<file path="config.mk">
export PLATFORM = sky130hd
export DESIGN_NAME = dbp_device_flat
export DESIGN_NICKNAME = d
export VERILOG_FILES = /design/src/logic/dbp_pkg.sv /design/src/logic/dbp_link_if.sv /design/src/logic/dbp_device.sv /design/src/flat_wrapper.sv
export SDC_FILE = /design/constraint.sdc
export NUM_CORES = 1
export LEC_CHECK = 0
export ABC_CLOCK_PERIOD_IN_PS = 8100
export BUFFER_PORTS_ARGS = -buffer_cell sky130_fd_sc_hd__buf_2
export CORE_UTILIZATION = 60
export CTS_BUF_LIST = sky130_fd_sc_hd__clkbuf_8
export DETAILED_ROUTE_END_ITERATION = 10
export GPL_TIMING_DRIVEN = 0
export PLACE_DENSITY = 0.8
export SYNTH_ARGS = -nofsm -noshare
export SYNTH_HDL_FRONTEND = slang
export SYNTH_SLANG_ARGS = --single-unit
</file>
<file path="constraint.sdc">
create_clock -name CLK_IN -period 8.1 [get_ports CLK_IN]
set_input_delay 0.81 -clock CLK_IN [delete_from_list [all_inputs] [get_ports CLK_IN]]
set_output_delay 0.81 -clock CLK_IN [all_outputs]
set_load 0.02 [all_outputs]
</file>
<file path="src/logic/dbp_pkg.sv">
/*
 * Shared constants for the single-wire debug port: character codes,
 * instruction encoding, control-space map, key signatures and the
 * host's own register map.
 * Assumes both ends of the link are built from the same package.
 */
package dbp_pkg;
    // bit timing, in clock cycles and bit periods
    localparam logic [7:0] BIT_DIV = 8'h04;
    localparam logic [7:0] FRAME_BITS = 8'h0C;
    localparam logic [7:0] IBD_BITS = 8'h02;
    localparam logic [7:0] GT_BASE = 8'h02;

    // characters
    localparam logic [7:0] SYNC_CHAR = 8'h55;
    localparam logic [7:0] ACK_CHAR = 8'h40;

    // instruction opcodes, bits 7:5 of the instruction byte
    localparam logic [2:0] OP_DIRECT_LOAD = 3'h0;
    localparam logic [2:0] OP_DIRECT_STORE = 3'h1;
    localparam logic [2:0] OP_INDIRECT_LOAD = 3'h2;
    localparam logic [2:0] OP_INDIRECT_STORE = 3'h3;
    localparam logic [2:0] OP_CS_LOAD = 3'h4;
    localparam logic [2:0] OP_REPEAT = 3'h5;
    localparam logic [2:0] OP_CS_STORE = 3'h6;
    localparam logic [2:0] OP_KEY = 3'h7;

    // pointer modes, bits 3:2 of an indirect instruction
    localparam logic [1:0] PTR_PLAIN = 2'h0;
    localparam logic [1:0] PTR_POSTINC = 2'h1;
    localparam logic [1:0] PTR_REG = 2'h2;

    // key instruction: bit 2 asks for the info block, bits 1:0 the size
    localparam int KEY_SIB_BIT = 2;
    localparam logic [1:0] KEY_SIZE_8 = 2'h0;
    localparam logic [1:0] KEY_SIZE_16 = 2'h1;

    // control-space indices, bits 3:0 of a control-space instruction
    localparam logic [3:0] CS_CTRL_A = 4'h0;
    localparam logic [3:0] CS_KEY_STATUS = 4'h1;
    localparam logic [3:0] CS_RESET_REQ = 4'h2;
    localparam logic [3:0] CS_SYS_STATUS = 4'h3;
    localparam logic [3:0] CS_BOOT_CRC = 4'h4;
    localparam logic [7:0] CTRL_A_RESET = 8'h00;
    localparam int CTRL_INTERBYTE_DELAY_ENABLE_BIT = 7;
    localparam int CTRL_PORT_DIS_BIT = 2;
    localparam int KEY_ERASE_BIT = 3;
    localparam int KEY_NVM_BIT = 4;
    localparam int KEY_UROW_BIT = 5;
    localparam int SYS_LOCK_BIT = 0;
    localparam int SYS_UROW_BIT = 2;
    localparam int SYS_NVM_BIT = 3;
    localparam logic [7:0] RST_SIG = 8'hA5;

    // key signatures, least significant byte sent first
    localparam logic [63:0] SIG_ERASE = 64'h4E564D4572617365;
    localparam logic [63:0] SIG_NVM = 64'h4E564D50726F6720;
    localparam logic [63:0] SIG_UROW = 64'h4E564D5573267465;
    localparam logic [7:0] SIB_RSVD = 8'h20;

    // transmit sources
    localparam logic [1:0] TXK_ACK = 2'h0;
    localparam logic [1:0] TXK_CS = 2'h1;
    localparam logic [1:0] TXK_MEM = 2'h2;
    localparam logic [1:0] TXK_SIB = 2'h3;

    // host register map
    localparam logic [11:0] HOST_TX_ADDR = 12'h000;
    localparam logic [11:0] HOST_RX_ADDR = 12'h004;
    localparam logic [11:0] HOST_STAT_ADDR = 12'h008;
    localparam int TX_BRK_BIT = 8;
    localparam int RX_VALID_BIT = 8;
    localparam int ST_BUSY_BIT = 0;
    localparam int ST_RXV_BIT = 1;
    localparam int ST_OVR_BIT = 2;
    localparam int ST_REFUSED_BIT = 3;
endpackage : dbp_pkg

</file>
<file path="src/logic/dbp_link_if.sv">
/*
 * Byte-level view of the single-wire half-duplex link.
 * Assumes one clock shared by both ends; each valid is a one-cycle
 * pulse marking the end of a whole character frame.
 */
`timescale 1ns/1ns
interface dbp_link_if;
    logic h2d_valid;
    logic [7:0] h2d_data;
    logic h2d_brk;
    logic d2h_valid;
    logic [7:0] d2h_data;

    modport device(input h2d_valid, input h2d_data, input h2d_brk,
                   output d2h_valid, output d2h_data);
    modport host(output h2d_valid, output h2d_data, output h2d_brk,
                 input d2h_valid, input d2h_data);
endinterface : dbp_link_if

</file>
<file path="src/logic/dbp_device.sv">
/*
 * Device end of the debug port: instruction layer with repeat,
 * control space, keys, info block readout, guard time and
 * inter-byte delay, plus a small flip-flop data space.
 * Assumes the link interface delivers whole characters on CLK_IN.
 */
`timescale 1ns/1ns
// Notes on behaviour
// - control-space store returns no acknowledge
// - repeated iterations skip sync and instruction
// - debugger never repeats the repeat instruction
// - repeated instruction runs count plus one times
// - only a break aborts a repeat
// - repeated indirect store acknowledges each block
// - repeated indirect load streams, guard once
// - debugger uses post-increment when repeating indirect; the bench repeats indirect in PTR_REG mode
// - direct access resends address every iteration
// - keys are 64 bits, info block 128
// - size field sets frames; key unanswered
// - info block follows the current guard time
// - boot checksum status readable while locked
// - inter-byte delay adds two idle bits
// - guard time on direction change, and again before each repeated CS load or info block
// - info block always readable, ASCII only
// - sixteen bytes full block, eight family only
// - fixed byte layout of the info block
// - signatures least byte first, exact match
// - each key cleared by its own events
// - programming enables depend on lock and ready
// - sync character raises an event
// - debugger releases reset request by writing zero
module dbp_device #(
    parameter int MEM_DEPTH = 16,
    parameter logic [7:0] BIT_DIV = dbp_pkg::BIT_DIV,
    parameter logic [55:0] FAMILY_IDENTIFIER = 56'h4445_4D4F_5041_52, // arbitrary
    parameter logic [23:0] NVM_REV = 24'h503A31, // arbitrary
    parameter logic [23:0] DBG_REV = 24'h443A31, // arbitrary
    parameter logic [7:0] OSC_FREQ = 8'h33 // arbitrary
)(
    // clock and reset
    input wire logic CLK_IN,
    input wire logic RSTN_IN,
    // link
    dbp_link_if.device LINK,
    // system status
    input wire logic LOCK_IN,
    input wire logic NVM_READY_IN,
    input wire logic UROW_READY_IN,
    input wire logic PROG_DONE_IN,
    input wire logic [7:0] BOOT_CRC_IN,
    // system controls
    output logic SYS_RESET_REQ_OUT,
    output logic ERASE_KEY_OUT,
    output logic NVM_PROG_EN_OUT,
    output logic UROW_PROG_EN_OUT,
    output logic SYNC_EVENT_OUT
);
    localparam int AW = $clog2(MEM_DEPTH);
    if (MEM_DEPTH < 2 || MEM_DEPTH > 256 || (1 << AW) != MEM_DEPTH) begin : g_chk
        $error("MEM_DEPTH must be a power of two from 2 to 256");
    end
    if (BIT_DIV == 8'h00) begin : g_chk_div
        $error("BIT_DIV must be nonzero");
    end

    typedef enum logic [7:0] {
        S_SYNC = 8'h01, S_INSTR = 8'h02, S_RPT = 8'h04, S_ADDR = 8'h08,
        S_DATA = 8'h10, S_CSDATA = 8'h20, S_KEY = 8'h40, S_TX = 8'h80
    } dbp_dev_state_e;

    dbp_dev_state_e state, next_state, start_st;
    logic [7:0] div_cnt, instr, addr, ptr, rpt, ctrl_a, rst_req, tx_wait, cs_rd, tx_byte;
    logic [7:0] mem [MEM_DEPTH];
    logic [63:0] key_sr;
    logic [3:0] key_cnt, tx_idx;
    logic [8:0] tx_left, start_len;
    logic [1:0] tx_kind, start_kind;
    logic tx_to_data, erase_key, nvm_key, urow_key;
    logic enter_tx, enter_to_data;
    logic [1:0] enter_kind;
    logic [8:0] enter_len;

    wire bit_tick = (div_cnt == BIT_DIV - 8'h01);
    wire rx = LINK.h2d_valid & ~LINK.h2d_brk;
    wire [7:0] rxd = LINK.h2d_data;
    wire [7:0] ins = (state == S_INSTR) ? rxd : instr;
    wire [2:0] op = ins[7:5];
    wire [1:0] pm = ins[3:2];
    wire interbyte_delay_enable = ctrl_a[dbp_pkg::CTRL_INTERBYTE_DELAY_ENABLE_BIT];
    wire [7:0] guard_bits = dbp_pkg::GT_BASE << ctrl_a[1:0];
    wire tx_stream = (instr[7:5] == dbp_pkg::OP_INDIRECT_LOAD);
    wire tx_fire = (state == S_TX) && bit_tick && (tx_wait == 8'h01);
    wire tx_last = tx_fire && (tx_left == 9'h001);
    wire key16 = (instr[1:0] == dbp_pkg::KEY_SIZE_16);
    wire key_last = (key_cnt == (key16 ? 4'hF : 4'h7));
    wire [63:0] key_full = {rxd, key_sr[63:8]};
    wire key_in = (state == S_KEY) && rx && key_last && !key16;
    wire ptr_wr = (instr[7:5] == dbp_pkg::OP_INDIRECT_STORE) && (instr[3:2] == dbp_pkg::PTR_REG);
    wire post_inc = (instr[3:2] == dbp_pkg::PTR_POSTINC);
    wire [7:0] mem_idx = (instr[7:5] == dbp_pkg::OP_DIRECT_LOAD ||
                          instr[7:5] == dbp_pkg::OP_DIRECT_STORE) ? addr : ptr;
    wire [127:0] sib_vec = {OSC_FREQ, dbp_pkg::SIB_RSVD, DBG_REV, NVM_REV,
                            dbp_pkg::SIB_RSVD, FAMILY_IDENTIFIER};
    wire iter_done = (state == S_CSDATA && rx)
        || (state == S_KEY && rx && key_last)
        || (tx_last && !tx_to_data && !tx_stream);
    wire begin_iter = (state == S_INSTR && rx) || (iter_done && rpt != 8'h00);

    // first step of an iteration, from the instruction byte
    always_comb
    begin
        start_st = S_SYNC;
        start_kind = dbp_pkg::TXK_ACK;
        start_len = 9'h001;
        unique case (op)
            dbp_pkg::OP_DIRECT_LOAD, dbp_pkg::OP_DIRECT_STORE: start_st = S_ADDR;
            dbp_pkg::OP_INDIRECT_STORE: start_st = S_DATA;
            dbp_pkg::OP_INDIRECT_LOAD:
            begin
                start_st = S_TX;
                start_kind = dbp_pkg::TXK_MEM;
                start_len = {1'b0, rpt} + 9'h001;
            end
            dbp_pkg::OP_CS_LOAD:
            begin
                start_st = S_TX;
                start_kind = dbp_pkg::TXK_CS;
            end
            dbp_pkg::OP_REPEAT: start_st = S_RPT;
            dbp_pkg::OP_CS_STORE: start_st = S_CSDATA;
            dbp_pkg::OP_KEY:
            begin
                if (ins[dbp_pkg::KEY_SIB_BIT])
                begin
                    start_st = S_TX;
                    start_kind = dbp_pkg::TXK_SIB;
                    start_len = (ins[1:0] == dbp_pkg::KEY_SIZE_16) ? 9'h010 : 9'h008;
                end
                else
                begin
                    start_st = S_KEY;
                end
            end
        endcase
    end

    always_comb
    begin
        enter_tx = 1'b0;
        enter_kind = start_kind;
        enter_len = start_len;
        enter_to_data = 1'b0;
        if (begin_iter)
        begin
            enter_tx = (start_st == S_TX);
        end
        else if ((state == S_ADDR || state == S_DATA) && rx)
        begin
            enter_tx = 1'b1;
            enter_len = 9'h001;
            enter_kind = (state == S_ADDR && op == dbp_pkg::OP_DIRECT_LOAD) ?
                         dbp_pkg::TXK_MEM : dbp_pkg::TXK_ACK;
            enter_to_data = (state == S_ADDR && op == dbp_pkg::OP_DIRECT_STORE);
        end
    end

    always_comb
    begin
        next_state = state;
        if (LINK.h2d_brk)
        begin
            next_state = S_SYNC;
        end
        else if (begin_iter)
        begin
            next_state = start_st;
        end
        else if (iter_done)
        begin
            next_state = S_SYNC;
        end
        else
        begin
            unique case (state)
                S_SYNC: if (rx && rxd == dbp_pkg::SYNC_CHAR) next_state = S_INSTR;
                S_RPT: if (rx) next_state = S_SYNC;
                S_ADDR, S_DATA: if (rx) next_state = S_TX;
                S_TX: if (tx_last) next_state = tx_to_data ? S_DATA : S_SYNC;
                default: next_state = state;
            endcase
        end
    end

    always_comb
    begin
        unique case (instr[3:0])
            dbp_pkg::CS_CTRL_A: cs_rd = ctrl_a;
            dbp_pkg::CS_KEY_STATUS: cs_rd = 8'(({2'b00, urow_key, nvm_key, erase_key}) << 3);
            dbp_pkg::CS_RESET_REQ: cs_rd = rst_req;
            dbp_pkg::CS_SYS_STATUS: cs_rd = {4'h0, NVM_READY_IN, UROW_READY_IN, 1'b0, LOCK_IN};
            dbp_pkg::CS_BOOT_CRC: cs_rd = BOOT_CRC_IN;
            default: cs_rd = 8'h00;
        endcase
    end

    always_comb
    begin
        unique case (tx_kind)
            dbp_pkg::TXK_ACK: tx_byte = dbp_pkg::ACK_CHAR;
            dbp_pkg::TXK_CS: tx_byte = cs_rd;
            dbp_pkg::TXK_MEM: tx_byte = (instr[3:2] == dbp_pkg::PTR_REG && tx_stream) ? ptr :
                                        (LOCK_IN ? 8'h00 : mem[mem_idx[AW-1:0]]);
            dbp_pkg::TXK_SIB: tx_byte = sib_vec[{tx_idx, 3'b000} +: 8];
        endcase
    end

    always_ff @(posedge CLK_IN)
    begin
        if (!RSTN_IN || bit_tick) div_cnt <= 8'h00;
        else div_cnt <= div_cnt + 8'h01;
    end

    always_ff @(posedge CLK_IN)
    begin
        if (!RSTN_IN) state <= S_SYNC;
        else state <= next_state;
    end

    always_ff @(posedge CLK_IN)
    begin
        if (!RSTN_IN || LINK.h2d_brk) rpt <= 8'h00;
        else if (state == S_RPT && rx) rpt <= rxd;
        else if (iter_done && rpt != 8'h00) rpt <= rpt - 8'h01;
        else if (tx_last && tx_stream) rpt <= 8'h00;
    end

    always_ff @(posedge CLK_IN)
    begin
        if (!RSTN_IN)
        begin
            instr <= 8'h00;
            addr <= 8'h00;
        end
        else
        begin
            if (state == S_INSTR && rx) instr <= rxd;
            if (state == S_ADDR && rx) addr <= rxd;
        end
    end

    always_ff @(posedge CLK_IN)
    begin
        if (!RSTN_IN) ptr <= 8'h00;
        else if (state == S_DATA && rx && ptr_wr) ptr <= rxd;
        else if (state == S_DATA && rx && post_inc && instr[7:5] == dbp_pkg::OP_INDIRECT_STORE)
            ptr <= ptr + 8'h01;
        else if (tx_fire && tx_stream && post_inc) ptr <= ptr + 8'h01;
    end

    always_ff @(posedge CLK_IN)
    begin
        if (state == S_DATA && rx && !ptr_wr && !LOCK_IN) mem[mem_idx[AW-1:0]] <= rxd;
    end

    // transmit timing: guard on entry, frame plus optional idle bits after
    always_ff @(posedge CLK_IN)
    begin
        if (!RSTN_IN)
        begin
            tx_wait <= 8'h00;
            tx_left <= 9'h000;
            tx_kind <= dbp_pkg::TXK_ACK;
            tx_idx <= 4'h0;
            tx_to_data <= 1'b0;
        end
        else if (enter_tx)
        begin
            tx_wait <= guard_bits + dbp_pkg::FRAME_BITS;
            tx_left <= enter_len;
            tx_kind <= enter_kind;
            tx_idx <= 4'h0;
            tx_to_data <= enter_to_data;
        end
        else if (tx_fire)
        begin
            tx_wait <= dbp_pkg::FRAME_BITS + (interbyte_delay_enable ? dbp_pkg::IBD_BITS : 8'h00);
            tx_left <= tx_left - 9'h001;
            tx_idx <= tx_idx + 4'h1;
        end
        else if (state == S_TX && bit_tick)
        begin
            tx_wait <= tx_wait - 8'h01;
        end
    end

    always_ff @(posedge CLK_IN)
    begin
        if (!RSTN_IN || state != S_KEY) key_cnt <= 4'h0;
        else if (rx) key_cnt <= key_cnt + 4'h1;
        if (state == S_KEY && rx) key_sr <= key_full;
    end

    // control space writes and key status; a set wins over a clear
    always_ff @(posedge CLK_IN)
    begin
        if (!RSTN_IN)
        begin
            ctrl_a <= dbp_pkg::CTRL_A_RESET;
            rst_req <= 8'h00;
            erase_key <= 1'b0;
            nvm_key <= 1'b0;
            urow_key <= 1'b0;
        end
        else
        begin
            if (state == S_CSDATA && rx)
            begin
                if (instr[3:0] == dbp_pkg::CS_CTRL_A) ctrl_a <= rxd;
                if (instr[3:0] == dbp_pkg::CS_RESET_REQ) rst_req <= rxd;
                if (instr[3:0] == dbp_pkg::CS_CTRL_A && rxd[dbp_pkg::CTRL_PORT_DIS_BIT])
                    erase_key <= 1'b0;
                if (instr[3:0] == dbp_pkg::CS_KEY_STATUS && rxd[dbp_pkg::KEY_UROW_BIT])
                    urow_key <= 1'b0;
            end
            if (PROG_DONE_IN) nvm_key <= 1'b0;
            // any other value leaves all three alone
            if (key_in && key_full == dbp_pkg::SIG_ERASE) erase_key <= 1'b1;
            if (key_in && key_full == dbp_pkg::SIG_NVM) nvm_key <= 1'b1;
            if (key_in && key_full == dbp_pkg::SIG_UROW) urow_key <= 1'b1;
        end
    end

    always_ff @(posedge CLK_IN)
    begin
        if (!RSTN_IN)
        begin
            LINK.d2h_valid <= 1'b0;
            LINK.d2h_data <= 8'h00;
            SYS_RESET_REQ_OUT <= 1'b0;
            ERASE_KEY_OUT <= 1'b0;
            NVM_PROG_EN_OUT <= 1'b0;
            UROW_PROG_EN_OUT <= 1'b0;
            SYNC_EVENT_OUT <= 1'b0;
        end
        else
        begin
            LINK.d2h_valid <= tx_fire;
            if (tx_fire) LINK.d2h_data <= tx_byte;
            SYS_RESET_REQ_OUT <= (rst_req == dbp_pkg::RST_SIG);
            ERASE_KEY_OUT <= erase_key;
            NVM_PROG_EN_OUT <= nvm_key && !LOCK_IN && NVM_READY_IN;
            UROW_PROG_EN_OUT <= urow_key && LOCK_IN && UROW_READY_IN;
            SYNC_EVENT_OUT <= (state == S_SYNC) && rx && (rxd == dbp_pkg::SYNC_CHAR);
        end
    end
endmodule : dbp_device

</file>
<file path="src/flat_wrapper.sv">
// flat-port wrapper written by rule: the top's interface ports become plain ports
module dbp_device_flat 
#(
    parameter int MEM_DEPTH = 16,
    parameter logic [7:0] BIT_DIV = dbp_pkg::BIT_DIV,
    parameter logic [55:0] FAMILY_IDENTIFIER = 56'h4445_4D4F_5041_52,             
    parameter logic [23:0] NVM_REV = 24'h503A31,             
    parameter logic [23:0] DBG_REV = 24'h443A31,             
    parameter logic [7:0] OSC_FREQ = 8'h33             
)
  (CLK_IN, RSTN_IN, LOCK_IN, NVM_READY_IN, UROW_READY_IN, PROG_DONE_IN, BOOT_CRC_IN, SYS_RESET_REQ_OUT, ERASE_KEY_OUT, NVM_PROG_EN_OUT, UROW_PROG_EN_OUT, SYNC_EVENT_OUT, LINK_h2d_valid, LINK_h2d_data, LINK_h2d_brk, LINK_d2h_valid, LINK_d2h_data);
  dbp_link_if LINK_i ();
  input wire logic CLK_IN;
  input wire logic RSTN_IN;
  input wire logic LOCK_IN;
  input wire logic NVM_READY_IN;
  input wire logic UROW_READY_IN;
  input wire logic PROG_DONE_IN;
  input wire logic [7:0] BOOT_CRC_IN;
  output logic SYS_RESET_REQ_OUT;
  output logic ERASE_KEY_OUT;
  output logic NVM_PROG_EN_OUT;
  output logic UROW_PROG_EN_OUT;
  output logic SYNC_EVENT_OUT;
  input wire logic [$bits(LINK_i.h2d_valid)-1:0] LINK_h2d_valid;
  input wire logic [$bits(LINK_i.h2d_data)-1:0] LINK_h2d_data;
  input wire logic [$bits(LINK_i.h2d_brk)-1:0] LINK_h2d_brk;
  output wire logic [$bits(LINK_i.d2h_valid)-1:0] LINK_d2h_valid;
  output wire logic [$bits(LINK_i.d2h_data)-1:0] LINK_d2h_data;
  assign LINK_i.h2d_valid = LINK_h2d_valid;
  assign LINK_i.h2d_data = LINK_h2d_data;
  assign LINK_i.h2d_brk = LINK_h2d_brk;
  assign LINK_d2h_valid = LINK_i.d2h_valid;
  assign LINK_d2h_data = LINK_i.d2h_data;
  dbp_device #(.MEM_DEPTH(MEM_DEPTH), .BIT_DIV(BIT_DIV), .FAMILY_IDENTIFIER(FAMILY_IDENTIFIER), .NVM_REV(NVM_REV), .DBG_REV(DBG_REV), .OSC_FREQ(OSC_FREQ)) u_core (.CLK_IN(CLK_IN), .RSTN_IN(RSTN_IN), .LINK(LINK_i), .LOCK_IN(LOCK_IN), .NVM_READY_IN(NVM_READY_IN), .UROW_READY_IN(UROW_READY_IN), .PROG_DONE_IN(PROG_DONE_IN), .BOOT_CRC_IN(BOOT_CRC_IN), .SYS_RESET_REQ_OUT(SYS_RESET_REQ_OUT), .ERASE_KEY_OUT(ERASE_KEY_OUT), .NVM_PROG_EN_OUT(NVM_PROG_EN_OUT), .UROW_PROG_EN_OUT(UROW_PROG_EN_OUT), .SYNC_EVENT_OUT(SYNC_EVENT_OUT));
endmodule
</file>
==> Word-level counts from Yosys, hierarchy flattened <==
Memory sizes are Yosys's and may differ from the RTL's.
Index checks and enable logic that the tools add are counted.
{ "classes": {"muxes": 53, "div": 0, "n_bitwise": 3, "mul": 0, "magnitude_cmp": 0, "n_reduce_logical": 78, "add_sub_neg": 10, "eq_ne": 44, "shifts": 2} }
{ "ops": {"columns": ["cell", "n"], "rows": [
  ["equality test 64 x 63 -> 1 bit, second input constant", 3],
  ["two-way mux 8 bit", 19],
  ["variable part select 128 x 8 -> 8 bit, first input constant", 1],
  ["case mux 8 bit (4 select lines)", 2],
  ["case mux 8 bit (6 select lines)", 1],
  ["two-way mux 9 bit", 5],
  ["case mux 8 bit (5 select lines)", 1],
  ["logical AND 1 bit", 39],
  ["equality test 8 bit, second input constant", 3],
  ["case mux 9 bit (2 select lines)", 1],
  ["adder 8 x 1 -> 8 bit, second input constant", 2],
  ["equality test 8 x 1 -> 1 bit, second input constant", 2],
  ["equality test 8 x 2 -> 1 bit, second input constant", 2],
  ["equality test 8 x 7 -> 1 bit, second input constant", 2],
  ["!= test 4 x 1 -> 1 bit, second input constant", 4],
  ["subtractor 8 x 1 -> 8 bit, second input constant", 2],
  ["two-way mux 1 bit", 14],
  ["equality test 3 x 2 -> 1 bit, second input constant", 4],
  ["equality test 3 bit, second input constant", 4],
  ["nonzero test 2 bit", 6],
  ["two-way mux 2 bit", 5],
  ["two-way mux 5 bit", 2],
  ["OR reduction 2 bit", 5],
  ["adder 8 x 1 -> 9 bit, second input constant", 1],
  ["32 further kinds", 60]
]} }
{ "word_totals": {"ram_bits": 128, "in_bits": 24, "latch_bits": 0, "output_inout_bits": 14, "word_cells": 216, "register_bits": 169, "mem_count": 1, "romBits": 0} }
{ "memory_table": {"columns": ["memory", "depth", "width", "read_ports", "rd_clocked_by_memory_dff", "write_ports", "line", "rtl"], "rows": [
  ["u_core.mem", 16, 8, 1, 0, 1, "dbp_device.sv:73", "logic [7:0] mem [MEM_DEPTH];"]
]} }

==> Depth between registers and ports, before layout <==
Gate-level depths: netlist of run 1.
{ "depth": {"ltp_word": 11, "mapped_depth": 11, "mapped_depth_nobuf": 9} }

==> Worst setup path before layout of run 1 <==
OpenSTA, ideal clock, no wires.
{ "synth_path": {"path_type": "input to register", "start": "input LINK_h2d_brk", "end": "register u_core.tx_kind[0]", "t_arrival_ps": 5537, "n_path_buf": 2, "cell_stages": 9, "setup_slack_ps": 2436, "t_required_ps": 7972, "setup_ps": 128, "path_cell_list": "nand2b_1 > nor4_2 > a41o_1 > o2111ai_1 > and2_1 > buf_6 > buf_8 > a22oi_1 > nor2_1"} }
{ "synth_between": {"elab_chain_len": 9, "word_cells_on_any_way": 15, "classes_between": "mux (4); bitwise (2); reduce/logical (9)"} }
{ "synth_lines": {"columns": ["item", "line", "rtl"], "rows": [
  ["start, declared", "flat_wrapper.sv:27", "input wire logic [$bits(LINK_i.h2d_brk)-1:0] LINK_h2d_brk;"],
  ["NOT 1 bit (*)", "dbp_device.sv:84", "wire rx = LINK.h2d_valid & ~LINK.h2d_brk;"],
  ["AND 1 bit (*)", "dbp_device.sv:84", null],
  ["logical AND 1 bit (2 in a row)", "dbp_device.sv:105", "|| (state == S_KEY && rx && key_last)"],
  ["logical OR 1 bit", "dbp_device.sv:105", null],
  ["logical OR 1 bit", "dbp_device.sv:106", "|| (tx_last && !tx_to_data && !tx_stream);"],
  ["logical AND 1 bit", "dbp_device.sv:107", "wire begin_iter = (state == S_INSTR && rx) || (iter_done && rpt != 8'h00);"],
  ["logical OR 1 bit", "dbp_device.sv:107", null],
  ["two-way mux 2 bit or two-way mux 1 bit (tied branches)", "dbp_device.sv:153", "if (begin_iter)"],
  ["end signal, assigned", "dbp_device.sv:272", "tx_kind <= dbp_pkg::TXK_ACK;"],
  ["end signal, assigned", "dbp_device.sv:280", "tx_kind <= enter_kind;"],
  ["end, declared", "dbp_device.sv:77", "logic [1:0] tx_kind, start_kind;"]
]} }
Every way passes the cells marked *; elsewhere a longest branch is shown, timed or not.
A chain may end at the register's enable or synchronous reset.

==> Final worst setup path of run 1 <==
{ "layout_path": {"start": "register u_core.instr[7]", "end": "memory u_core.mem[0][0] (enable)"} }
{ "layout_between": {"elab_chain_len": 7, "word_cells_on_any_way": 11, "classes_between": "eq/ne (2); mux (3); reduce/logical (6)"} }
{ "layout_lines": {"columns": ["item", "line", "rtl"], "rows": [
  ["start, declared", "dbp_device.sv:72", "logic [7:0] div_cnt, instr, addr, ptr, rpt, ctrl_a, rst_req, tx_wait, cs_rd, tx_byte;"],
  ["start signal, assigned", "dbp_device.sv:246", "if (state == S_INSTR && rx) instr <= rxd;"],
  ["equality test 3 x 2 -> 1 bit", "dbp_device.sv:98", "wire ptr_wr = (instr[7:5] == dbp_pkg::OP_INDIRECT_STORE) && (instr[3:2] == dbp_pkg::PTR_REG);"],
  ["logical AND 1 bit", "dbp_device.sv:98", null],
  ["zero test 1 bit", "dbp_device.sv:262", "if (state == S_DATA && rx && !ptr_wr && !LOCK_IN) mem[mem_idx[AW-1:0]] <= rxd;"],
  ["logical AND 1 bit (2 in a row)", "dbp_device.sv:262", null],
  ["two-way mux 1 bit", "dbp_device.sv:262", null],
  ["two-way mux 1 bit (not written as such)", "dbp_device.sv:262", null],
  ["end, declared", "dbp_device.sv:73", null]
]} }
Several ways; a longest one is shown, not always the timed one.

==> load_flow_metrics.sql, run 1 <==
INSERT INTO impl_metrics (metric_group, metric, value, unit) VALUES
('sta', 'maxSlewHeadroom', '0.239', ''),
('grt', 'grt_start_max_net_pins', '26', ''),
('yosys', 'yosys_most_used_dff', 'edfxtp_1', ''),
('detailed_routing', 'viasPerCell', '6.44', ''),
('grt', 'grt_pass1_wl', '52900', 'um'),
('clock_network', 'clockRootBuffer', 'clkbuf_8', ''),
('floorplan', 'cell_rows', '54', ''),
('worst_setup_path', 'crit_path_cell_trace', 'clkbuf_1 > nor2_1 > mux2i_1 > clkbuf_1 > and2_1 > nand2_1 > nor2_1', ''),
('finish', 'diode_insertion_count_for_antenna_repair', '0', ''),
('clock_network', 'clkTransAtPathRegs', '0.06', 'ns'),
('grt', 'track_usage', '0.310', ''),
('floorplan', 'fp.dieW', '151', 'um'),
('pwr', 'power_leakage', '5.10', 'nW'),
('detailed_routing', 'detailroute.via_count', '10400', ''),
('sta', 'max_freq', '0.278', 'GHz'),
('sta', 'report.final.slew_viol_count', '0', ''),
('worst_hold_path', 'hold_path.startpoint', 'u_core.key_sr[55]', ''),
('grt', 'first_global_vias', '9665', ''),
('place', 'numPortBuffers', '37', ''),
('worst_setup_path', 'worst_setup_path_start_kind', 'flop', ''),
('yosys', 'post_synth_inst_count', '1210', ''),
('finish', 'syn_to_final_growth', '12.2', '%'),
('finish', 'drive_above_1_share', '0.136', ''),
('clock_network', 'ctsLongestPathBuffers', '3', ''),
('yosys', 'synth_area', '13300', 'um^2'),
('detailed_routing', 'finalWirelength', '35000', 'um'),
('yosys', 'synth_largest_type_area_fraction', '0.414', ''),
('sta', 'final.setup.tns', '0', 'ns'),
('finish', 'finalNetCount', '1344', ''),
('pwr', 'totalPowerFinal', '0.00298', 'W'),
('detailed_routing', 'drc_errors', '0', ''),
('clock_network', 'clock_sink_count', '288', ''),
('yosys', 'synth_warnings', '0', ''),
('worst_setup_path', 'cp_max_fo', '10', ''),
('yosys', 'synth-seq-area-share', '0.571', ''),
('place', 'hpwl_detailed', '23800', 'um'),
('grt', 'antenna_found_initial', '2', ''),
('worst_setup_path', 'cp_slowest_cell', 'nor2_1', ''),
('run_status', 'outcome', 'finished, final reports clean', ''),
('finish', 'nFillCells', '1605', ''),
('yosys', 'yosys_register_bits', '288', ''),
('yosys', 'share_of_flip_flops_with_an_asynchronous_set_or_reset_after_synthesis', '0', ''),
('worst_setup_path', 'critPathLaunch', 'u_core.instr[7]', ''),
('floorplan', 'top_level_ports', '38', ''),
('yosys', 'synth_most_common_cell', 'edfxtp_1', ''),
('yosys', 'postSynthNetCount', '1253', ''),
('detailed_routing', 'antenna_violating_nets_post_route', '0', ''),
('pwr', 'max-vdd-ir-drop', '0.000150', 'V'),
('worst_setup_path', 'critical_path_arrival', '3.80', 'ns'),
('sta', 'finalSetupViolations', '0', ''),
('place', 'place.gp.congestion', '0.966', ''),
('sta', 'final_hold_violation_count', '0', ''),
('detailed_routing', 'detail_route.iter0.violations', '1152', ''),
('worst_setup_path', 'crit_path_max_incr_delay', '0.75', 'ns'),
('floorplan', 'initial_core_util', '0.611', ''),
('worst_setup_path', 'ff_to_ff_start', 'u_core.instr[7]', ''),
('clock_network', 'cts_repair_resize_count', '0', ''),
('yosys', 'synth_top_cells_by_area', 'edfxtp_1 41%, dfxtp_1 16%, mux2i_1 4.1%, nand2_1 4.1%, nor2_1 3.1%', ''),
('detailed_routing', 'drt_pre_antenna_iters', '6', ''),
('yosys', 'synth_commonest_cells', '184 x edfxtp_1, 146 x nand2_1, 111 x nor2_1', ''),
('finish', 'max_ffs_per_register', '128', ''),
('clock_network', 'post-cts-setup-buffer-count', '0', ''),
('clock_network', 'hold_buffers', '0', ''),
('yosys', 'yosys.area.top_type', 'edfxtp_1', ''),
('clock_network', 'htree_levels', '2', ''),
('floorplan', 'core', '21800', 'um^2'),
('yosys', 'synth_area_per_cell', '11.0', 'um^2'),
('clock_network', 'worst_skew_pair.late_latency', '0.57', 'ns'),
('sta', 'share_of_the_clock_period_used_by_the_worst_path_after_layout', '0.445', ''),
('floorplan', 'design.die.area', '22800', 'um^2'),
('floorplan', 'die_height', '151', 'um');
==> cell usage in the layout, fill, tap and decap left out, drive strengths merged, types with 31 or more instances in the layout <==
master / instances
mux2i: 55
and3: 31
nor3: 36
nand3: 38
dfxtp: 104
inv: 35
edfxtp: 184
a21oi: 47
clkbuf: 101
buf: 60
nand2: 147
o21ai: 56
nor2: 112
==> layer usage <==
layer | wire, um | global-route usage | vias up
met2 | 16000 | 0.489 | 576
met3 | 3460 | 0.0605 | 111
met5 | 27 | 0 | -
met4 | 1360 | 0.146 | 4
met1 | 14100 | 0.413 | 5014
li1 | - | - | 4730
==> where the power goes <==
group	internal [W]	switching, W	total, W	leakage [nW]
clock network	0.000773	0.000592	0.00137	0.594
registers	0.00156	0.00000179	0.00156	2.49
logic	0.0000130	0.0000449	0.0000579	2.02
total	0.00234	0.000639	0.00298	5.10
==> stage by stage <==
step | area (um^2) | hold slack [ns] | util | std cells | worst slack [ns]
after floorplan | 13300 | 0.414 | - | 1210 | 2.44
after global placement | 13900 | 0.423 | 0.635 | 1527 | 0.967
after detailed placement | 13900 | 0.429 | 0.638 | 1531 | 4.03
after CTS | 15000 | 0.441 | 0.686 | 1621 | 4.59
after global routing | 15000 | 0.449 | 0.686 | 1621 | 4.37
final | 15000 | 0.438 | 0.686 | 1621 | 4.50
==> final timing paths <==
check / to / slack, ns / cells past startpoint
worst max-delay path: u_core.mem[0][0] / 4.50 / 7
worst min-delay path: u_core.key_sr[47] / 0.44 / 0
worst max register to register: u_core.mem[0][0] / 4.50 / 7
worst min register to register: u_core.key_sr[47] / 0.44 / 0
==> final cells by class <==
cell class / count / area [um^2] / share of cell area
buffer: 63 / 294 / 0.0197
clock buffer: 57 / 785 / 0.0524
clock inverter: 33 / 255 / 0.0171
inverter: 15 / 56.3 / 0.00376
multi-input combinational: 844 / 5380 / 0.360
sequential: 288 / 7610 / 0.508
tap: 280 / 350 / 0.0234
timing repair buffer: 41 / 230 / 0.0154
==> worst max-delay path: cells and delay by family, from the launching register on <==
family	cells	cell delay (ns)
mux	1	0.60
flops	1	0.33
simple gates	4	1.58
buf+inv	2	0.72
==> kinds of logic (layout without fill, tap and decap cells) <==
group | count (synthesis) | in the layout | share of synthesized area
AO/OA/AOI/OAI | 217 | 217 | 0.106
XOR/XNOR | 28 | 28 | 0.0184
adder cells (fa/ha/maj) | 19 | 19 | 0.0178
buffers and inverters | 78 | 209 | 0.0263
flip-flops | 288 | 288 | 0.571
multiplexers | 78 | 78 | 0.0658
AND/OR/NAND/NOR | 502 | 502 | 0.195
No activity file was read; power rests on OpenSTA's default activity.
==> run 2: changes to the inputs <==
--- a/config.mk
+++ b/config.mk
@@ -5,13 +5,14 @@
 export SDC_FILE = /design/constraint.sdc
 export NUM_CORES = 1
 export LEC_CHECK = 0
-export ABC_CLOCK_PERIOD_IN_PS = 8100
+export ABC_AREA = 1
+export ABC_CLOCK_PERIOD_IN_PS = 3200
 export BUFFER_PORTS_ARGS = -buffer_cell sky130_fd_sc_hd__buf_2
-export CORE_UTILIZATION = 60
+export CORE_UTILIZATION = 59
 export CTS_BUF_LIST = sky130_fd_sc_hd__clkbuf_8
 export DETAILED_ROUTE_END_ITERATION = 10
 export GPL_TIMING_DRIVEN = 0
-export PLACE_DENSITY = 0.8
+export PLACE_DENSITY = 0.82
 export SYNTH_ARGS = -nofsm -noshare
 export SYNTH_HDL_FRONTEND = slang
 export SYNTH_SLANG_ARGS = --single-unit
==> constraint.sdc (replaced) <==
create_clock -name CLK_IN -period 3.2 [get_ports CLK_IN]
set_input_delay 0.32 -clock CLK_IN [delete_from_list [all_inputs] [get_ports CLK_IN]]
set_output_delay 0.32 -clock CLK_IN [all_outputs]
set_load 0.02 [all_outputs]
==> load_flow_metrics.sql, run 2 <==
INSERT INTO impl_metrics (metric_group, metric, value, unit) VALUES
('clock_network', 'cts_inserted_buffers', '47', ''),
('detailed_routing', 'detailroute.via_count', '11700', ''),
('clock_network', 'clkTransAtPathRegs', '0.06', 'ns'),
('grt', 'grt_start_max_net_pins', '50', ''),
('worst_setup_path', 'cp_max_fo', '8', ''),
('detailed_routing', 'finalWirelength', '36900', 'um'),
('detailed_routing', 'drc_errors', '0', ''),
('yosys', 'yosys_most_used_dff', 'edfxtp_1', ''),
('worst_setup_path', 'worst_r2r_endpoint', 'u_core.mem[3][1]', ''),
('run_status', 'outcome', 'finished, final reports clean', ''),
('place', 'place.gp.congestion', '0.986', ''),
('finish', 'finalNetCount', '1810', ''),
('worst_setup_path', 'cp.buffers_inverters', '1', ''),
('yosys', 'synth-edff-count', '184', ''),
('clock_network', 'ctsLongestPathBuffers', '3', ''),
('yosys', 'share_of_flip_flops_with_an_asynchronous_set_or_reset_after_synthesis', '0', ''),
('finish', 'syn_to_final_growth', '11.0', '%'),
('clock_network', 'cts_tree', 'built', ''),
('sta', 'share_of_the_clock_period_used_by_the_worst_path_after_layout', '0.909', ''),
('floorplan', 'design.die.area', '24500', 'um^2'),
('clock_network', 'htree_levels', '2', ''),
('sta', 'rsz0062_at_grt', 'no', ''),
('run', 'max_cap_violations', '0', ''),
('worst_hold_path', 'holdCritPathClass', 'input port to flop', ''),
('sta', 'max_freq', '0.344', 'GHz'),
('place', 'dpl-instance-area', '14700', 'um^2'),
('detailed_routing', 'met3_wirelength', '3170', 'um'),
('pwr', 'switching_share', '0.219', ''),
('yosys', 'synth-seq-area-share', '0.539', ''),
('detailed_routing', 'detail_route.iter0.violations', '1285', ''),
('place', 'numPortBuffers', '36', ''),
('pwr', 'totalPowerFinal', '0.00726', 'W'),
('pwr', 'power-per-cell-area', '464', 'nW/um^2'),
('pwr', 'p_comb_frac', '0.019', ''),
('finish', 'max_ffs_per_register', '128', ''),
('floorplan', 'top_level_ports', '38', ''),
('detailed_routing', 'wl_per_cell', '17.4', 'um'),
('grt', 'grt_pass1_wl', '56600', 'um'),
('detailed_routing', 'wl_met1', '15700', 'um'),
('finish', 'top_library_cells_by_usage_in_the_layout_fill_and_taps_aside', '411 x nand2_1, 261 x inv_1, 194 x nor2_1, 184 x edfxtp_1, 117 x nand3_1', ''),
('detailed_routing', 'top_layer', 'met4', ''),
('place', 'pre_cts_ws', '-0.282', 'ns'),
('worst_setup_path', 'r2r_cells', '7', ''),
('worst_hold_path', 'whs_endpoint', 'u_core.NVM_PROG_EN_OUT', ''),
('yosys', 'synth_most_common_cell', 'nand2_1', ''),
('finish', 'fin_area', '15700', 'um^2'),
('worst_setup_path', 'r2r_setup_slack', '0.29', 'ns'),
('sta', 'report.final.slew_viol_count', '0', ''),
('yosys', 'postSynthNetCount', '1723', ''),
('finish', 'diode_insertion_count_for_antenna_repair', '0', ''),
('place', 'hpwl_detailed', '26100', 'um'),
('grt', 'antenna_found_initial', '0', ''),
('floorplan', 'initial_core_util', '0.601', ''),
('clock_network', 'clockRootBuffer', 'clkbuf_8', ''),
('yosys', 'yosys.area.top_type', 'edfxtp_1', ''),
('worst_hold_path', 'whs_path_depth', '3', ''),
('yosys', 'synth_top_cells_by_area', 'edfxtp_1 39%, dfxtp_1 15%, nand2_1 11%, inv_1 6.6%, nor2_1 5.2%', ''),
('pwr', 'power_frac_seq', '0.543', ''),
('sta', 'maxSlewHeadroom', '0.385', ''),
('grt', 'track_usage', '0.305', ''),
('yosys', 'synth_largest_type_area_fraction', '0.392', ''),
('floorplan', 'cell_rows', '56', ''),
('worst_setup_path', 'worstSetupPathType', 'flop to flop', ''),
('finish', 'final_common_cell', 'nand2_1', ''),
('yosys', 'yosys_register_bits', '288', ''),
('worst_setup_path', 'critical_path_arrival', '3.11', 'ns'),
('yosys', 'synth.distinct_cells', '54', ''),
('pwr', 'switchingPower', '0.00159', 'W'),
('worst_setup_path', 'cp_slowest_cell', 'nor2_1', ''),
('pwr', 'power.internal', '0.00567', 'W'),
('sta', 'finalHoldWorstSlack', '0.0208', 'ns'),
('sta', 'worst_clock_skew', '0.0314', 'ns'),
('worst_setup_path', 'critPathLaunch', 'u_core.state[3]', ''),
('yosys', 'synth_commonest_cells', '411 x nand2_1, 249 x inv_1, 194 x nor2_1', ''),
('floorplan', 'core', '23500', 'um^2'),
('worst_setup_path', 'worst_setup_path_start_kind', 'flop', ''),
('worst_setup_path', 'timing.critical_path.required', '3.40', 'ns'),
('yosys', 'synth_area_per_cell', '8.40', 'um^2'),
('worst_setup_path', 'crit_path_max_incr_delay', '0.71', 'ns'),
('floorplan', 'die_height', '157', 'um'),
('yosys', 'synth_area', '14100', 'um^2'),
('pwr', 'power_frac_clock', '0.438', ''),
('worst_hold_path', 'hold_path.startpoint', 'NVM_READY_IN', ''),
('worst_setup_path', 'ff_to_ff_start', 'u_core.state[3]', ''),
('grt', 'globalRouteOverflowTotal', '0', ''),
('pwr', 'max-vdd-ir-drop', '0.000503', 'V'),
('sta', 'tightest_slew', '0.916', 'ns'),
('pwr', 'power_leakage', '6.49', 'nW'),
('grt', 'first_global_vias', '10900', ''),
('sta', 'final_hold_violation_count', '0', ''),
('worst_setup_path', 'cp-end-kind', 'flop', ''),
('worst_setup_path', 'critical_path.most_common_cell', 'nand2_1', ''),
('floorplan', 'fp.dieW', '157', 'um'),
('yosys', 'post_synth_inst_count', '1680', ''),
('finish', 'drive_above_1_share', '0.0953', ''),
('clock_network', 'clock_sink_count', '288', ''),
('sta', 'finalSetupViolations', '0', ''),
('detailed_routing', 'drt_pre_antenna_iters', '6', ''),
('yosys', 'synth_warnings', '0', ''),
('detailed_routing', 'viasPerCell', '5.50', ''),
('detailed_routing', 'met2WireLength', '17000', 'um'),
('sta', 'fin_crit', '2.91', 'ns'),
('worst_setup_path', 'crit_path_cell_trace', 'inv_1 > nand2_1 > nor2_2 > nand4_1 > nor4_2 > nand2_1 > nor2_1', ''),
('clock_network', 'worst_skew_pair.late_latency', '0.58', 'ns'),
('sta', 'final.setup.worst_slack', '0.291', 'ns'),
('worst_setup_path', 'worst_path_top_cell_family_by_delay', 'simple AND/OR/NAND/NOR gates', ''),
('detailed_routing', 'antenna_violating_nets_post_route', '0', '');
-- run 2: cell types whose count changed after synthesis, sizes merged, moves of 29 or more --
cell and delta:
and3 -29, a21oi +32, nand2 +280, nand3 +82, inv +243, nor2 +93, mux2i -55
-- run 2: final cells by class --
class,instances,area [um^2]
Buffer,44,214
Clock buffer,54,743
Clock inverter,32,190
Fill cell,1924,7820
Inverter,258,971
Multi-Input combinational cell,1090,5320
Sequential cell,288,7610
Tap cell,319,399
Timing Repair Buffer,38,210
-- run 2: repair_timing --
action,4_1_cts,5_1_grt
hold buffers,1,0
setup buffers,0,0
hold endpoints to repair,1,0
gates resized for setup,1,0
endpoints found under the setup margin,16,0
-- run 2: how the worst max path moves through the flow --
stage | to | cells after the start
4_1_cts | u_core.mem[1][3] | 7
2_1_floorplan | u_core.mem[0][0] | 7
5_1_grt | u_core.mem[6][0] | 7
3_5_place_dp | u_core.mem[3][2] | 7
6_report | u_core.mem[3][1] | 7
3_3_place_gp | u_core.mem[0][0] | 7
-- run 2: cells by family after synthesis --
group / after synthesis / share of synthesized area
simple gates: 856 / 0.268
buf+inv: 302 / 0.0840
flops: 288 / 0.539
compound gates: 194 / 0.0789
xor+xnor: 21 / 0.0130
fa+ha+maj: 19 / 0.0169
-- run 2: metal layers --
layer,global-route usage,up-vias
li1,-,5676
met1,0.417,5411
met2,0.487,513
met3,0.0504,73
met4,0.118,0
met5,0,-
-- run 2: worst register-to-register path, cell delays in order (launching register included) --
cell,delay [ns]
dfxtp_1,0.33
inv_1,0.07
nand2_1,0.09
nor2_2,0.20
nand4_1,0.26
nor4_2,0.60
nand2_1,0.27
nor2_1,0.71
-- run 2: stage by stage --
step           setup TNS [ns]  instances  utilization
6_report                    0       2123        0.667
5_1_grt                     0       2123        0.667
4_1_cts                     0       2123        0.667
3_5_place_dp           -24.42       2036        0.626
3_3_place_gp           -22.78       2035        0.626
2_1_floorplan               0       1680            -
-- run 2: power groups by stage --
stage                     Clock [W]  Combinational [W]  Sequential, W
after floorplan                   0          0.0000475        0.00402
final                       0.00318           0.000139        0.00394
after detailed placement          0           0.000135        0.00402
after global routing        0.00336           0.000148        0.00394
after CTS                   0.00319           0.000136        0.00394
after global placement            0           0.000132        0.00402
==> run 3: changes to the inputs <==
--- a/config.mk
+++ b/config.mk
@@ -13,6 +13,7 @@
 export DETAILED_ROUTE_END_ITERATION = 10
 export GPL_TIMING_DRIVEN = 0
 export PLACE_DENSITY = 0.82
+export REMOVE_ABC_BUFFERS = 1
 export SYNTH_ARGS = -nofsm -noshare
 export SYNTH_HDL_FRONTEND = slang
 export SYNTH_SLANG_ARGS = --single-unit
==> load_flow_metrics.sql, run 3 (synthesis gave the netlist of run 2 again) <==
INSERT INTO impl_metrics (metric_group, metric, value, unit) VALUES
('detailed_routing', 'detailroute.via_count', '11700', ''),
('clock_network', 'htree_levels', '2', ''),
('worst_setup_path', 'ff_to_ff_start', 'u_core.instr[6]', ''),
('floorplan', 'initial_core_util', '0.601', ''),
('sta', 'final_hold_violation_count', '0', ''),
('worst_setup_path', 'worst_path_top_cell_family_by_delay', 'simple AND/OR/NAND/NOR gates', ''),
('worst_setup_path', 'timing.critical_path.required', '3.68', 'ns'),
('finish', 'diode_insertion_count_for_antenna_repair', '0', ''),
('sta', 'tightest_slew', '1.08', 'ns'),
('clock_network', 'cts_inserted_buffers', '47', ''),
('worst_setup_path', 'worstSetupPathType', 'flop to flop', ''),
('finish', 'finalNetCount', '1769', ''),
('sta', 'worst_clock_skew', '0.0365', 'ns'),
('pwr', 'power_frac_clock', '0.441', ''),
('detailed_routing', 'antenna_violating_nets_post_route', '0', ''),
('grt', 'antenna_found_initial', '0', ''),
('sta', 'final.setup.tns', '0', 'ns'),
('pwr', 'max-vdd-ir-drop', '0.000443', 'V'),
('floorplan', 'die_height', '157', 'um'),
('finish', 'drive_above_1_share', '0.104', ''),
('floorplan', 'fp.dieW', '157', 'um'),
('sta', 'finalHoldWorstSlack', '0.0772', 'ns'),
('grt', 'grt_start_max_net_pins', '55', ''),
('floorplan', 'core', '23500', 'um^2'),
('finish', 'nFillCells', '1862', ''),
('worst_setup_path', 'cp.buffers_inverters', '1', ''),
('finish', 'top_library_cells_by_usage_in_the_layout_fill_and_taps_aside', '404 x nand2_1, 261 x inv_1, 188 x nor2_1, 184 x edfxtp_1, 117 x nand3_1', ''),
('run_status', 'outcome', 'finished, final reports clean', ''),
('detailed_routing', 'drt_pre_antenna_iters', '6', ''),
('worst_setup_path', 'critical_path.most_common_cell', 'nand2_1', ''),
('sta', 'share_of_the_clock_period_used_by_the_worst_path_after_layout', '0.927', ''),
('sta', 'max_freq', '0.337', 'GHz'),
('clock_network', 'clockRootBuffer', 'clkbuf_8', ''),
('finish', 'fin_util', '0.665', ''),
('sta', 'report.final.slew_viol_count', '0', ''),
('sta', 'fin_crit', '2.97', 'ns'),
('floorplan', 'top_level_ports', '38', ''),
('place', 'numPortBuffers', '37', ''),
('worst_setup_path', 'crit_path_max_incr_delay', '0.51', 'ns'),
('clock_network', 'clock_sink_count', '288', ''),
('worst_hold_path', 'whs_path_depth', '3', ''),
('worst_hold_path', 'holdCritPathClass', 'input port to flop', ''),
('pwr', 'p_comb_frac', '0.018', ''),
('pwr', 'power.internal', '0.00568', 'W'),
('worst_setup_path', 'cp-end-kind', 'flop', ''),
('detailed_routing', 'detail_route.iter0.violations', '1091', ''),
('clock_network', 'worst_skew_pair.late_latency', '0.59', 'ns'),
('sta', 'rsz0062_at_grt', 'no', ''),
('worst_setup_path', 'critPathLaunch', 'u_core.instr[6]', ''),
('pwr', 'power_leakage', '6.49', 'nW'),
('finish', 'max_ffs_per_register', '128', ''),
('sta', 'finalSetupViolations', '0', ''),
('worst_setup_path', 'cp_num_cells', '13', ''),
('grt', 'grt_pass1_wl', '54400', 'um'),
('pwr', 'switching_share', '0.221', ''),
('worst_setup_path', 'cp_max_fo', '25', ''),
('pwr', 'power-per-cell-area', '467', 'nW/um^2'),
('detailed_routing', 'drc_errors', '0', ''),
('clock_network', 'clkTransAtPathRegs', '0.06', 'ns'),
('worst_setup_path', 'r2r_cells', '13', ''),
('grt', 'globalRouteOverflowTotal', '0', ''),
('floorplan', 'cell_rows', '56', ''),
('grt', 'track_usage', '0.285', ''),
('worst_setup_path', 'crit_path_cell_trace', 'inv_1 > nand2_1 > nand2_2 > nand2_4 > nand2_1 > nor2_1 > nor2_1 > nand2_1 > nand2_1 > nand2_1 > o21ai_1 > nand2_1 > a21oi_1', ''),
('worst_setup_path', 'cp_slowest_cell', 'nand2_2', ''),
('worst_setup_path', 'worst_setup_path_start_kind', 'flop', ''),
('detailed_routing', 'viasPerCell', '5.62', ''),
('run', 'max_cap_violations', '0', ''),
('clock_network', 'cts_tree', 'built', ''),
('place', 'place.gp.congestion', '0.977', ''),
('finish', 'syn_to_final_growth', '10.6', '%'),
('worst_hold_path', 'hold_path.startpoint', 'LINK_h2d_brk', ''),
('grt', 'first_global_vias', '11000', ''),
('pwr', 'switchingPower', '0.00161', 'W'),
('pwr', 'power_frac_seq', '0.541', ''),
('floorplan', 'design.die.area', '24500', 'um^2'),
('worst_setup_path', 'critical_path_arrival', '3.45', 'ns'),
('clock_network', 'ctsLongestPathBuffers', '3', ''),
('finish', 'final_common_cell', 'nand2_1', ''),
('detailed_routing', 'wl_per_cell', '16.5', 'um'),
('sta', 'maxSlewHeadroom', '0.280', ''),
('place', 'hpwl_detailed', '22600', 'um'),
('detailed_routing', 'finalWirelength', '34300', 'um');
[run 3: cell types whose count changed in the layout (fill, tap and decap cells not counted), sizes merged]
cell      delta
clkbuf      -30
buf         -11
clkinv       +3
clkinvlp     -1
inv          -1
[run 3: power by group through the flow]
stage	logic (W)	clock network [W]	registers, W
after floorplan	0.0000383	0	0.00402
after global placement	0.000125	0	0.00402
after detailed placement	0.000129	0	0.00402
after CTS	0.000130	0.00323	0.00394
after global routing	0.000141	0.00338	0.00394
final	0.000134	0.00322	0.00394
[run 3: final timing paths]
check	endpoint	slack [ns]
worst max-delay path	u_core.LINK.d2h_data[6]	0.23
worst min-delay path	u_core.state[0]	0.08
worst max register to register	u_core.LINK.d2h_data[6]	0.23
worst min register to register	u_core.SYS_RESET_REQ_OUT	0.44
[run 3: metal layers]
| layer | vias up | global-route usage | part of all wire |
|---|---|---|---|
| met2 | 545 | 0.474 | 0.48 |
| li1 | 5616 | - | - |
| met4 | 0 | 0.121 | 0.035 |
| met5 | - | 0 | 0 |
| met1 | 5447 | 0.373 | 0.41 |
| met3 | 107 | 0.0407 | 0.081 |
[run 3: layout make-up]
type                       count  area (um^2)  share of cell area
clock buffer                  54          743              0.0476
inverter                     258          972              0.0623
timing repair buffer          41          270              0.0173
multi-input combinational   1090         5400               0.346
sequential                   288         7610               0.488
clock inverter                33          209              0.0134
tap                          319          399              0.0256
[run 3: stage by stage]
| stage | std cells | total power, W | worst slack (ns) | cell area, um^2 |
|---|---|---|---|---|
| after global placement | 1992 | 0.00415 | -2.33 | 14500 |
| after floorplan | 1636 | 0.00406 | -0.116 | 13900 |
| after global routing | 2083 | 0.00747 | 0.0771 | 15600 |
| after CTS | 2083 | 0.00730 | -0.0693 | 15600 |
| after detailed placement | 1995 | 0.00415 | -1.22 | 14600 |
| final | 2083 | 0.00729 | 0.233 | 15600 |
[run 3: worst register-to-register path, cell delays in order (launching register included)]
cell	delay, ns
dfxtp_1	0.35
inv_1	0.16
nand2_1	0.16
nand2_2	0.51
nand2_4	0.37
nand2_1	0.39
nor2_1	0.09
nor2_1	0.13
nand2_1	0.07
nand2_1	0.07
nand2_1	0.07
o21ai_1	0.28
nand2_1	0.10
a21oi_1	0.14
[run 3: repair_timing]
action | in CTS | in global routing
setup endpoints to repair | 157 | 74
setup buffers | 0 | 0
resized for setup | 11 | 12
hold buffers | 1 | 0
endpoints found under the hold margin | 1 | 0
